`config.mk`:
```
export PLATFORM = sky130hd
export DESIGN_NAME = accel_status
export DESIGN_NICKNAME = d
export VERILOG_FILES = /design/src/rtl/accel_status_pkg.sv /design/src/rtl/axis_flags.sv /design/src/rtl/int_pin_drive.sv /design/src/rtl/accel_status.sv
export SDC_FILE = /design/constraint.sdc
export NUM_CORES = 1
export LEC_CHECK = 0
export ABC_AREA = 1
export BUFFER_PORTS_ARGS = -buffer_cell sky130_fd_sc_hd__buf_2
export CORE_AREA = 2 2 74 76
export DETAILED_ROUTE_END_ITERATION = 8
export DIE_AREA = 0 0 76 78
export HOLD_SLACK_MARGIN = 0.05
export MAX_ROUTING_LAYER = met4
export PLACE_DENSITY_LB_ADDON = 0.08
export SETUP_SLACK_MARGIN = 0.5
export SYNTH_ARGS = -nofsm -noshare
export SYNTH_HDL_FRONTEND = slang
export SYNTH_SLANG_ARGS = --single-unit
```
`constraint.sdc`:
```
create_clock -name clk_sys -period 1.4 [get_ports clk_sys]
set_input_delay 0.07 -clock clk_sys [delete_from_list [all_inputs] [get_ports clk_sys]]
set_output_delay 0.07 -clock clk_sys [all_outputs]
set_load 0.01 [all_outputs]
```
`src/rtl/accel_status_pkg.sv`:
```
// Package with register map, field positions and reset values of the status block.
package accel_status_pkg;
  localparam logic [7:0] ADDR_DATA_STATUS = 8'h00;
  localparam logic [7:0] ADDR_OUT_X = 8'h01;
  localparam logic [7:0] ADDR_OUT_Y = 8'h03;
  localparam logic [7:0] ADDR_OUT_Z = 8'h05;
  localparam logic [7:0] ADDR_BUF_CTRL = 8'h10;
  localparam logic [7:0] ADDR_IRQ_STATUS = 8'h11;
  localparam logic [7:0] ADDR_IRQ_ENABLE = 8'h12;
  localparam logic [7:0] ADDR_IRQ_CLEAR = 8'h13;
  localparam logic [7:0] ADDR_INT_PIN_CTRL = 8'h2C;
  // Interrupt pin control fields.
  localparam int POL_HIGH_BIT = 1;
  localparam int OPEN_DRAIN_BIT = 0;
  localparam logic [7:0] INT_PIN_CTRL_RST = 8'h00;
  // Data status fields.
  localparam int ANY_DR_BIT = 3;
  localparam int ANY_OW_BIT = 7;
  localparam int OW_LSB = 4;
  localparam int NUM_AXES = 3;
  localparam int COUNT_W = 6;
  localparam int WMARK_BIT = 6;
  localparam int BOVF_BIT = 7;
  // Buffer control fields.
  localparam int BUF_EN_BIT = 0;
  // Interrupt status fields: data ready, overwrite, watermark.
  localparam int IRQ_W = 3;
  localparam int IRQ_DR_BIT = 0;
  localparam int IRQ_OW_BIT = 1;
  localparam int IRQ_WM_BIT = 2;
  localparam logic [7:0] ZERO_BYTE = 8'h00;
endpackage : accel_status_pkg

```
`src/rtl/axis_flags.sv`:
```
// Per-axis data-ready and overwrite flag keeper.
module axis_flags
  import accel_status_pkg::*;
(
  // Clock and reset.
  input wire logic clk_sys,
  input wire logic resetn,
  // Sample arrival and host read of the axis.
  input wire logic sample_new,
  input wire logic axis_read,
  // Flags.
  output logic ready_q,
  output logic overwrite_q
);

  // [RQ7] overwrite on unread
  // A new sample over an unread one is an overwrite.
  wire overwrite_hit = sample_new && ready_q;
  // [RQ10] read clears flags
  // New data always wins over a read in the same cycle.
  wire ready_d = sample_new ? 1'b1 : (axis_read ? 1'b0 : ready_q);
  wire overwrite_d = overwrite_hit ? 1'b1 : (axis_read ? 1'b0 : overwrite_q);

  // Flag registers.
  always_ff @(posedge clk_sys) begin
    if (!resetn) begin
      ready_q <= 1'b0;
      overwrite_q <= 1'b0;
    end else begin
      ready_q <= ready_d;
      overwrite_q <= overwrite_d;
    end
  end

  // [RQ7] overwrite on unread
  AST_OW_SET: assert property (@(posedge clk_sys) disable iff (!resetn) // [RQ7]
    sample_new && ready_q |=> overwrite_q) else $error("Overwrite flag not set.");
  // [RQ10] read clears flags
  AST_READ_CLR: assert property (@(posedge clk_sys) disable iff (!resetn) // [RQ10]
    axis_read && !sample_new |=> !ready_q && !overwrite_q)
    else $error("Axis read did not clear flags.");
endmodule : axis_flags

```
`src/rtl/int_pin_drive.sv`:
```
// Interrupt pin driver with polarity and push-pull or open-drain mode.
module int_pin_drive (
  // Clock and reset.
  input wire logic clk_sys,
  input wire logic resetn,
  // Configuration and request.
  input wire logic irq_req,
  input wire logic pol_high,
  input wire logic open_drain,
  // Pin signals.
  output logic pin_o,
  output logic pin_oe
);

  // [RQ1] [RQ2] polarity level
  // Level that the pin takes when the interrupt is asserted.
  wire level_d = irq_req ? pol_high : !pol_high;
  // [RQ4] open drain release
  // Open drain drives only the active level and releases otherwise.
  wire oe_d = open_drain ? irq_req : 1'b1;

  // Pin registers; at reset the pin rests inactive low-active high.
  always_ff @(posedge clk_sys) begin
    if (!resetn) begin
      pin_o <= 1'b1;
      pin_oe <= 1'b1;
    end else begin
      pin_o <= level_d;
      pin_oe <= oe_d;
    end
  end
endmodule : int_pin_drive

```
`src/rtl/accel_status.sv`:
```
// Accelerometer status register, interrupt pin control and event interrupt logic.
//
// Contract
// [RQ1] Active-low polarity: pin rests at 1, goes 0 when triggered.
// [RQ2] Active-high polarity: pin rests at 0, goes 1 when triggered.
// [RQ3] Push-pull drives both levels and is the reset default.
// [RQ4] Open drain drives only the active level and releases otherwise.
// [RQ5] Each axis has its own data-ready flag while new data is unread.
// [RQ6] Combined data-ready is set when any axis holds unread data.
// [RQ7] Per-axis overwrite flag when unread data gets replaced.
// [RQ8] Combined overwrite flag when any axis had an overwrite.
// [RQ9] With buffer enabled status shows count, watermark and overflow instead.
// [RQ10] Reading axis output clears that axis's ready and overwrite flags.
// [RQ11] Host reads status then flagged axes before the next sample.
//
// The implementer's own choice: the address-and-strobe port.
module accel_status
  import accel_status_pkg::*;
(
  // Clock and reset.
  input wire logic clk_sys,
  input wire logic resetn,
  // Register port.
  input wire logic [7:0] reg_addr,
  input wire logic [7:0] reg_wdata,
  input wire logic reg_wr,
  input wire logic reg_rd,
  output logic [7:0] reg_rdata,
  // Sample engine: one-cycle pulses per axis with the new data.
  input wire logic [NUM_AXES-1:0] sample_new,
  input wire logic [7:0] sample_x,
  input wire logic [7:0] sample_y,
  input wire logic [7:0] sample_z,
  // Sample buffer status.
  input wire logic [COUNT_W-1:0] buf_count,
  input wire logic buf_watermark,
  input wire logic buf_overflow,
  // Interrupt pins.
  output logic int1_o,
  output logic int1_oe,
  output logic int2_o,
  output logic int2_oe,
  // Level interrupt to the local processor.
  output logic irq
);

  logic [7:0] pin_ctrl_q;
  logic buf_en_q;
  logic [IRQ_W-1:0] irq_stat_q;
  logic [IRQ_W-1:0] irq_en_q;
  logic [7:0] out_x_q;
  logic [7:0] out_y_q;
  logic [7:0] out_z_q;
  logic [7:0] rdata_q;
  logic [NUM_AXES-1:0] ready_v;
  logic [NUM_AXES-1:0] ow_v;
  logic wm_prev_q;

  // Address decode of the register port.
  wire rd_x = reg_rd && (reg_addr == ADDR_OUT_X);
  wire rd_y = reg_rd && (reg_addr == ADDR_OUT_Y);
  wire rd_z = reg_rd && (reg_addr == ADDR_OUT_Z);
  wire rd_status = reg_rd && (reg_addr == ADDR_DATA_STATUS);
  wire wr_pin = reg_wr && (reg_addr == ADDR_INT_PIN_CTRL);
  wire wr_buf = reg_wr && (reg_addr == ADDR_BUF_CTRL);
  wire wr_ien = reg_wr && (reg_addr == ADDR_IRQ_ENABLE);
  wire wr_iclr = reg_wr && (reg_addr == ADDR_IRQ_CLEAR);
  wire [NUM_AXES-1:0] axis_rd = {rd_z, rd_y, rd_x};

  // Per-axis flag keepers.
  genvar g;
  generate
    for (g = 0; g < NUM_AXES; g++) begin : g_axis
      // [RQ5] per-axis ready
      axis_flags u_flags (
        .clk_sys(clk_sys),
        .resetn(resetn),
        .sample_new(sample_new[g]),
        .axis_read(axis_rd[g]),
        .ready_q(ready_v[g]),
        .overwrite_q(ow_v[g])
      );
    end
  endgenerate

  // [RQ6] combined ready
  wire any_ready = |ready_v;
  // [RQ8] combined overwrite
  wire any_ow = |ow_v;

  // [RQ9] status view select
  wire [7:0] rt_status = {any_ow, ow_v, any_ready, ready_v};
  wire [7:0] buf_status = {buf_overflow, buf_watermark, buf_count};
  wire [7:0] status_view = buf_en_q ? buf_status : rt_status;

  // Read data multiplexer; unmapped addresses read as zero.
  wire [7:0] rd_mux =
    (reg_addr == ADDR_DATA_STATUS) ? status_view :
    (reg_addr == ADDR_OUT_X) ? out_x_q :
    (reg_addr == ADDR_OUT_Y) ? out_y_q :
    (reg_addr == ADDR_OUT_Z) ? out_z_q :
    (reg_addr == ADDR_INT_PIN_CTRL) ? pin_ctrl_q :
    (reg_addr == ADDR_BUF_CTRL) ? {7'h00, buf_en_q} :
    (reg_addr == ADDR_IRQ_STATUS) ? {5'h00, irq_stat_q} :
    (reg_addr == ADDR_IRQ_ENABLE) ? {5'h00, irq_en_q} : ZERO_BYTE;

  // Read data stands only in the cycle after the read strobe.
  always_ff @(posedge clk_sys) begin
    if (!resetn) begin
      rdata_q <= ZERO_BYTE;
    end else begin
      rdata_q <= reg_rd ? rd_mux : ZERO_BYTE;
    end
  end
  assign reg_rdata = rdata_q;

  // Axis output data registers capture each new sample.
  always_ff @(posedge clk_sys) begin
    if (!resetn) begin
      out_x_q <= ZERO_BYTE;
      out_y_q <= ZERO_BYTE;
      out_z_q <= ZERO_BYTE;
    end else begin
      if (sample_new[0]) out_x_q <= sample_x;
      if (sample_new[1]) out_y_q <= sample_y;
      if (sample_new[2]) out_z_q <= sample_z;
    end
  end

  // Control registers.
  always_ff @(posedge clk_sys) begin
    if (!resetn) begin
      // [RQ3] push-pull default
      pin_ctrl_q <= INT_PIN_CTRL_RST;
      buf_en_q <= 1'b0;
      irq_en_q <= '0;
    end else begin
      if (wr_pin) pin_ctrl_q <= reg_wdata;
      if (wr_buf) buf_en_q <= reg_wdata[BUF_EN_BIT];
      if (wr_ien) irq_en_q <= reg_wdata[IRQ_W-1:0];
    end
  end

  // Sticky event bits: a set in the same cycle wins over a clear.
  wire wm_rise = buf_watermark && !wm_prev_q;
  // Axes on which a new sample lands over unread data.
  wire [NUM_AXES-1:0] ow_hit_v = sample_new & ready_v;
  wire [IRQ_W-1:0] ev_set = {wm_rise, |ow_hit_v, |sample_new};
  wire [IRQ_W-1:0] ev_clr = wr_iclr ? reg_wdata[IRQ_W-1:0] : '0;
  wire [IRQ_W-1:0] irq_stat_d = ev_set | (irq_stat_q & ~ev_clr);

  // Interrupt status registers.
  always_ff @(posedge clk_sys) begin
    if (!resetn) begin
      irq_stat_q <= '0;
      wm_prev_q <= 1'b0;
    end else begin
      irq_stat_q <= irq_stat_d;
      wm_prev_q <= buf_watermark;
    end
  end

  // Level interrupt for the local processor.
  wire irq_active = |(irq_stat_q & irq_en_q);
  assign irq = irq_active;

  wire pol_high = pin_ctrl_q[POL_HIGH_BIT];
  wire open_drain = pin_ctrl_q[OPEN_DRAIN_BIT];
  wire int2_req = irq_stat_q[IRQ_OW_BIT] && irq_en_q[IRQ_OW_BIT];

  // [RQ1] pin polarity drive
  int_pin_drive u_int1 (
    .clk_sys(clk_sys),
    .resetn(resetn),
    .irq_req(irq_active),
    .pol_high(pol_high),
    .open_drain(open_drain),
    .pin_o(int1_o),
    .pin_oe(int1_oe)
  );

  // [RQ2] pin polarity drive
  int_pin_drive u_int2 (
    .clk_sys(clk_sys),
    .resetn(resetn),
    .irq_req(int2_req),
    .pol_high(pol_high),
    .open_drain(open_drain),
    .pin_o(int2_o),
    .pin_oe(int2_oe)
  );

  // [RQ1] active-low pin level
  AST_POL_LOW: assert property (@(posedge clk_sys) disable iff (!resetn) // [RQ1]
    !pol_high && !open_drain |=> int1_o == !$past(irq_active))
    else $error("Active-low pin level wrong.");

  // [RQ1] active-low second pin
  AST_POL_LOW_INT2: assert property (@(posedge clk_sys) disable iff (!resetn) // [RQ1]
    !pol_high && !open_drain |=> int2_o == !$past(int2_req))
    else $error("Active-low second pin level wrong.");

  // [RQ2] active-high pin level
  AST_POL_HIGH: assert property (@(posedge clk_sys) disable iff (!resetn) // [RQ2]
    pol_high && !open_drain |=> int1_o == $past(irq_active))
    else $error("Active-high pin level wrong.");

  // [RQ2] active-high second pin
  AST_POL_HIGH_INT2: assert property (@(posedge clk_sys) disable iff (!resetn) // [RQ2]
    pol_high && !open_drain |=> int2_o == $past(int2_req))
    else $error("Active-high second pin level wrong.");

  // [RQ3] push-pull drives
  AST_PUSH_PULL: assert property (@(posedge clk_sys) disable iff (!resetn) // [RQ3]
    !open_drain |=> int1_oe && int2_oe)
    else $error("Push-pull pin released.");

  // [RQ3] push-pull reset rest
  AST_RESET_PINS: assert property (@(posedge clk_sys) // [RQ3]
    !resetn |=> !open_drain && int1_o && int1_oe && int2_o && int2_oe)
    else $error("Pins not at push-pull rest after reset.");

  // [RQ4] open drain release
  AST_OPEN_DRAIN: assert property (@(posedge clk_sys) disable iff (!resetn) // [RQ4]
    open_drain && !irq_active |=> !int1_oe)
    else $error("Open-drain pin driven idle.");

  // [RQ4] open drain second pin
  AST_OPEN_DRAIN_INT2: assert property (@(posedge clk_sys) disable iff (!resetn) // [RQ4]
    open_drain && !int2_req |=> !int2_oe)
    else $error("Open-drain second pin driven idle.");

  // [RQ4] open drain pulls active
  AST_OPEN_DRAIN_PULL: assert property (@(posedge clk_sys) disable iff (!resetn) // [RQ4]
    open_drain && irq_active |=> int1_oe && int1_o == $past(pol_high))
    else $error("Open-drain pin not pulled to active level.");

  // [RQ4] open drain second pull
  AST_OPEN_DRAIN_PULL_INT2: assert property (@(posedge clk_sys) disable iff (!resetn) // [RQ4]
    open_drain && int2_req |=> int2_oe && int2_o == $past(pol_high))
    else $error("Open-drain second pin not pulled to active level.");

  // [RQ5] ready after sample
  AST_READY_SET: assert property (@(posedge clk_sys) disable iff (!resetn) // [RQ5]
    sample_new[0] |=> ready_v[0])
    else $error("X ready not set.");

  // [RQ5] ready on every axis
  AST_READY_SET_ALL: assert property (@(posedge clk_sys) disable iff (!resetn) // [RQ5]
    sample_new != '0 |=> (ready_v & $past(sample_new)) == $past(sample_new))
    else $error("Axis ready not set after sample.");

  // [RQ6] combined ready read
  AST_ANY_READY: assert property (@(posedge clk_sys) disable iff (!resetn) // [RQ6]
    rd_status && !buf_en_q |=> reg_rdata[ANY_DR_BIT] == ($past(ready_v) != '0))
    else $error("Combined ready wrong.");

  // [RQ7] overwrite per axis
  AST_OW_AXES: assert property (@(posedge clk_sys) disable iff (!resetn) // [RQ7]
    ow_hit_v != '0 |=> (ow_v & $past(ow_hit_v)) == $past(ow_hit_v))
    else $error("Axis overwrite flag not set.");

  // [RQ8] combined overwrite
  AST_ANY_OW: assert property (@(posedge clk_sys) disable iff (!resetn) // [RQ8]
    sample_new[1] && ready_v[1] |=> rt_status[ANY_OW_BIT])
    else $error("Combined overwrite missing.");

  // [RQ8] combined overwrite read
  AST_ANY_OW_READ: assert property (@(posedge clk_sys) disable iff (!resetn) // [RQ8]
    rd_status && !buf_en_q |=> reg_rdata[ANY_OW_BIT] == ($past(ow_v) != '0))
    else $error("Combined overwrite read wrong.");

  // [RQ9] real-time view
  AST_RT_FIELDS: assert property (@(posedge clk_sys) disable iff (!resetn) // [RQ9]
    rd_status && !buf_en_q
    |=> reg_rdata[NUM_AXES-1:0] == $past(ready_v)
    && reg_rdata[OW_LSB +: NUM_AXES] == $past(ow_v))
    else $error("Real-time status fields wrong.");

  // [RQ9] buffer view
  AST_BUF_VIEW: assert property (@(posedge clk_sys) disable iff (!resetn) // [RQ9]
    rd_status && buf_en_q
    |=> reg_rdata[BOVF_BIT] == $past(buf_overflow)
    && reg_rdata[WMARK_BIT] == $past(buf_watermark))
    else $error("Buffer status view wrong.");

  // [RQ9] buffer count view
  AST_BUF_COUNT: assert property (@(posedge clk_sys) disable iff (!resetn) // [RQ9]
    rd_status && buf_en_q |=> reg_rdata[COUNT_W-1:0] == $past(buf_count))
    else $error("Buffer count view wrong.");

  // [RQ10] Y read clears
  AST_READ_CLR_Y: assert property (@(posedge clk_sys) disable iff (!resetn) // [RQ10]
    rd_y && !sample_new[1] |=> !ready_v[1] && !ow_v[1])
    else $error("Y read did not clear flags.");

  // [RQ10] Z read clears
  AST_READ_CLR_Z: assert property (@(posedge clk_sys) disable iff (!resetn) // [RQ10]
    rd_z && !sample_new[2] |=> !ready_v[2] && !ow_v[2])
    else $error("Z read did not clear flags.");

  // A sample event is kept even when a clear lands in the same cycle.
  AST_STICKY_SET: assert property (@(posedge clk_sys) disable iff (!resetn)
    sample_new != '0 |=> irq_stat_q[IRQ_DR_BIT])
    else $error("Data-ready event bit not set.");

  // A clear with no event in the same cycle empties the event bit.
  AST_IRQ_CLR: assert property (@(posedge clk_sys) disable iff (!resetn)
    wr_iclr && reg_wdata[IRQ_DR_BIT] && sample_new == '0 |=> !irq_stat_q[IRQ_DR_BIT])
    else $error("Data-ready event bit not cleared.");

  // Read data rest at zero outside the cycle after a read.
  AST_RDATA_IDLE: assert property (@(posedge clk_sys) disable iff (!resetn)
    !reg_rd |=> reg_rdata == ZERO_BYTE)
    else $error("Read data not idle.");
endmodule : accel_status

```
==> parameters.txt <==
Parameter                              Value

Final layout
  Antenna diode instance count    0
  Post-route core utilization    about 78%
  Synth-to-layout area growth    52.6%
  Layout cells sized above 1    about a third
  Finished Layout Cells    564
  Count of nets after finishing    544

Setup path
  Critical path fanouts, max    2
  Worst EP required    around 1.3 ns
  Critical path arrival    around 1.2 ns
  Nature of the critical path startpoint    register
  Startpoint-to-endpoint class of the critical path    reg -> out
  Critical path endpoint category    primary output

Power and ir drop
  Static Leak    about 1.8 nW
  IR drop worst, VDD    just under 600 uV
  Power density cells    slightly below 1000 nW/um^2
  Tot Pwr    around 3.8 mW

Routing
  Routed via count    slightly above 3000
  Violation count after the first detailed-route iteration    around 290
  Avg WL per Cell    approximately 15 um
  Wirelength, routed    ~8700 um
  Drt pass-1 iters    5
  Count of unresolved DRC violations after routing    0
  Detailed-route vias per instance    between 5 and 6
  Number of nets with antenna violations after routing    0

Floorplan
  Die Footprint    between 5000 and 6000 um^2
  Die boundary width    76 um
  Die Y-Extent    78 um
  Initial Utilization    about half
  Placement row count    26
  Placeable core region    about 5000 um^2
  Total I/O pin count    a little under 70

Clock network
  Sink Count    58
  CTS tree    done
  Clock insertion delay at the later pin of the skew report    0.34 ns
  Clock-pin slew on the worst setup and hold paths    0.06 ns
  Clock Path Buffers    2
  Inserted Clock Buffers    9
  CTS root buf    sky130_fd_sc_hd__clkbuf_8
  Htree depth    3

Synthesis
  Number of synthesized register bits    58
  Area share of the largest cell type after synthesis    45.0%
  Cell type contributing the most total cell area after synthesis    sky130_fd_sc_hd__dfxtp_1
  Number of enable flip-flop cells after synthesis    0
  Cell types occupying the most area after synthesis    sky130_fd_sc_hd__dfxtp_1 (45%), sky130_fd_sc_hd__nor2_1 (9.7%), sky130_fd_sc_hd__o21ai_0 (8.7%), sky130_fd_sc_hd__nand2_1 (6.8%), sky130_fd_sc_hd__nand3_1 (6.0%)
  Top cells by instance count after synthesis    sky130_fd_sc_hd__nor2_1 (67), sky130_fd_sc_hd__dfxtp_1 (58), sky130_fd_sc_hd__nand2_1 (47), sky130_fd_sc_hd__o21ai_0 (45), sky130_fd_sc_hd__nand3_1 (31)
  Synthesized Nets    about 410
  Count of yosys warnings during synthesis    0
  Primary FF master, synth    sky130_fd_sc_hd__dfxtp_1
  Most frequently used cell type in the post-synthesis netlist    sky130_fd_sc_hd__nor2_1
  Average cell area after synthesis    about 7.2 um^2
  Post-synthesis instance total    358
  Synth cell types    30
  Summed instance area of the synthesized netlist    ~2600 um^2
  Asr flop ratio synth    0%
  Share of synthesized area occupied by flip-flops and latches    around 45%

Timing
  RSZ-0062 raised after global routing    true
  Max-slew violation count    0
  Fmax    roughly 0.79 GHz
  Total setup violations reported at the end of the flow    0
  Worst clock skew    a little under 0.009 ns
  Remaining max-slew budget at the tightest pin    approximately three quarters
  Tmin final    approximately 1.3 ns
  Worst-margin pin slew    between 0.3 and 0.4 ns
  Final hold violation count    0
  Post-route worst hold slack    about 0.065 ns
  Share of the cycle needed by the critical path after routing    approximately nine tenths
  Final TNS setup    0 ns

GRT
  Initial antenna violation count    0
  Overall overflow remaining after global route    0
  Number of global-route vias before repair    2840
  Wire length of the first global-routing pass    approximately 14000 um
  GR Util All Layers    ~30%
  Maximum number of pins on one net before global-route repair    34

Placed design
  Half-perimeter wire length after detailed placement    5010 um
  Post-placement cell count    between 400 and 500
  GPL Wtd Cong    around 0.9
  Count of input and output buffers    between 60 and 70

Hold path
  Path class of the lowest-slack min-delay path    in -> reg

Status
  Result of the run    complete, no violations

Run
  Max-cap check violation count    0
## where the power goes
group	switching, mW	internal, mW
logic	0.241	0.214
registers	0.0472	1.72
clock network	0.668	0.919
total	0.957	2.85
## registers in the layout (all words and copies together) (netlist names), 3 cells and up
signal / count
g_axis.u_flags.overwrite_q: 3
reg_rdata: 8
out_x_q: 8
pin_ctrl_q: 8
out_y_q: 8
g_axis.u_flags.ready_q: 3
irq_stat_q: 3
irq_en_q: 3
out_z_q: 8
## cell type report
cell class,count,area (um^2)
multi-input cells,257,1400
flip-flops and latches,58,1180
fillers,375,1100
repair buffers,128,937
clock buffers,14,163
inverters,35,140
well taps,70,87.6
clock inverters,2,35.0
## path summary, 6_finish.rpt
path,start,to,slack [ns],cells after the start
hold reg to reg,wm_prev_q,irq_stat_q[2],0.45,1
setup reg to reg,irq_en_q[0],reg_rdata[0],0.23,8
hold / removal,sample_z[1],out_z_q[1],0.07,3
setup / recovery,irq_en_q[0],irq,0.14,4
## worst max-delay path, stage by stage, from the launching register on
cell	delay, ns
sky130_fd_sc_hd__dfxtp_2	0.32
sky130_fd_sc_hd__a22o_1	0.25
sky130_fd_sc_hd__nor2_2	0.11
sky130_fd_sc_hd__inv_1	0.04
sky130_fd_sc_hd__buf_2	0.13
## stage by stage
stage	worst slack, ns	cell area, um^2
final	0.137	3940
after global routing	0.0969	3940
after CTS	0.127	3700
after detailed placement	0.0810	3020
after global placement	0.0897	3020
after floorplan	0.355	2630
## cells by family (layout without fill, tap and decap cells)
kind of cell	count (synthesis)	in the layout	synth area share, %
compound gates	81	81	16.2
simple gates	172	174	31.0
flops	58	58	45.0
buf+inv	45	179	7.03
mux	2	2	0.872
## repair_timing
action / 4_1_cts / 5_1_grt
hold buffers: 36 / 0
resized for setup: 25 / 32
setup endpoints to repair: 14 / 31
gates cloned: 0 / 2
pin swaps: 11 / 23
setup buffers: 7 / 16
hold endpoints to repair: 37 / 0
## cell usage in the layout (no fill, tap or decap), types with 7 or more instances in the layout
cell                            instances
sky130_fd_sc_hd__a21oi_1               25
sky130_fd_sc_hd__buf_2                 67
sky130_fd_sc_hd__buf_4                 16
sky130_fd_sc_hd__buf_6                  7
sky130_fd_sc_hd__clkbuf_8              11
sky130_fd_sc_hd__dfxtp_1               48
sky130_fd_sc_hd__dfxtp_2                9
sky130_fd_sc_hd__dlygate4sd3_1         35
sky130_fd_sc_hd__inv_1                 26
sky130_fd_sc_hd__nand2_1               40
sky130_fd_sc_hd__nand2_2                8
sky130_fd_sc_hd__nand3_1               24
sky130_fd_sc_hd__nand3_2                7
sky130_fd_sc_hd__nor2_1                62
sky130_fd_sc_hd__nor2_4                 7
sky130_fd_sc_hd__o21ai_0               35
sky130_fd_sc_hd__o21ai_1                7
## layer usage
layer	track usage [%]	wire length [um]	up-vias
li1	-	-	1447
met1	36.2	3530	1414
met2	49.1	4300	147
met3	8.02	725	24
met4	11.6	172	0
met5	-	0	-
Note: power is estimated with default switching activity, not from simulation.
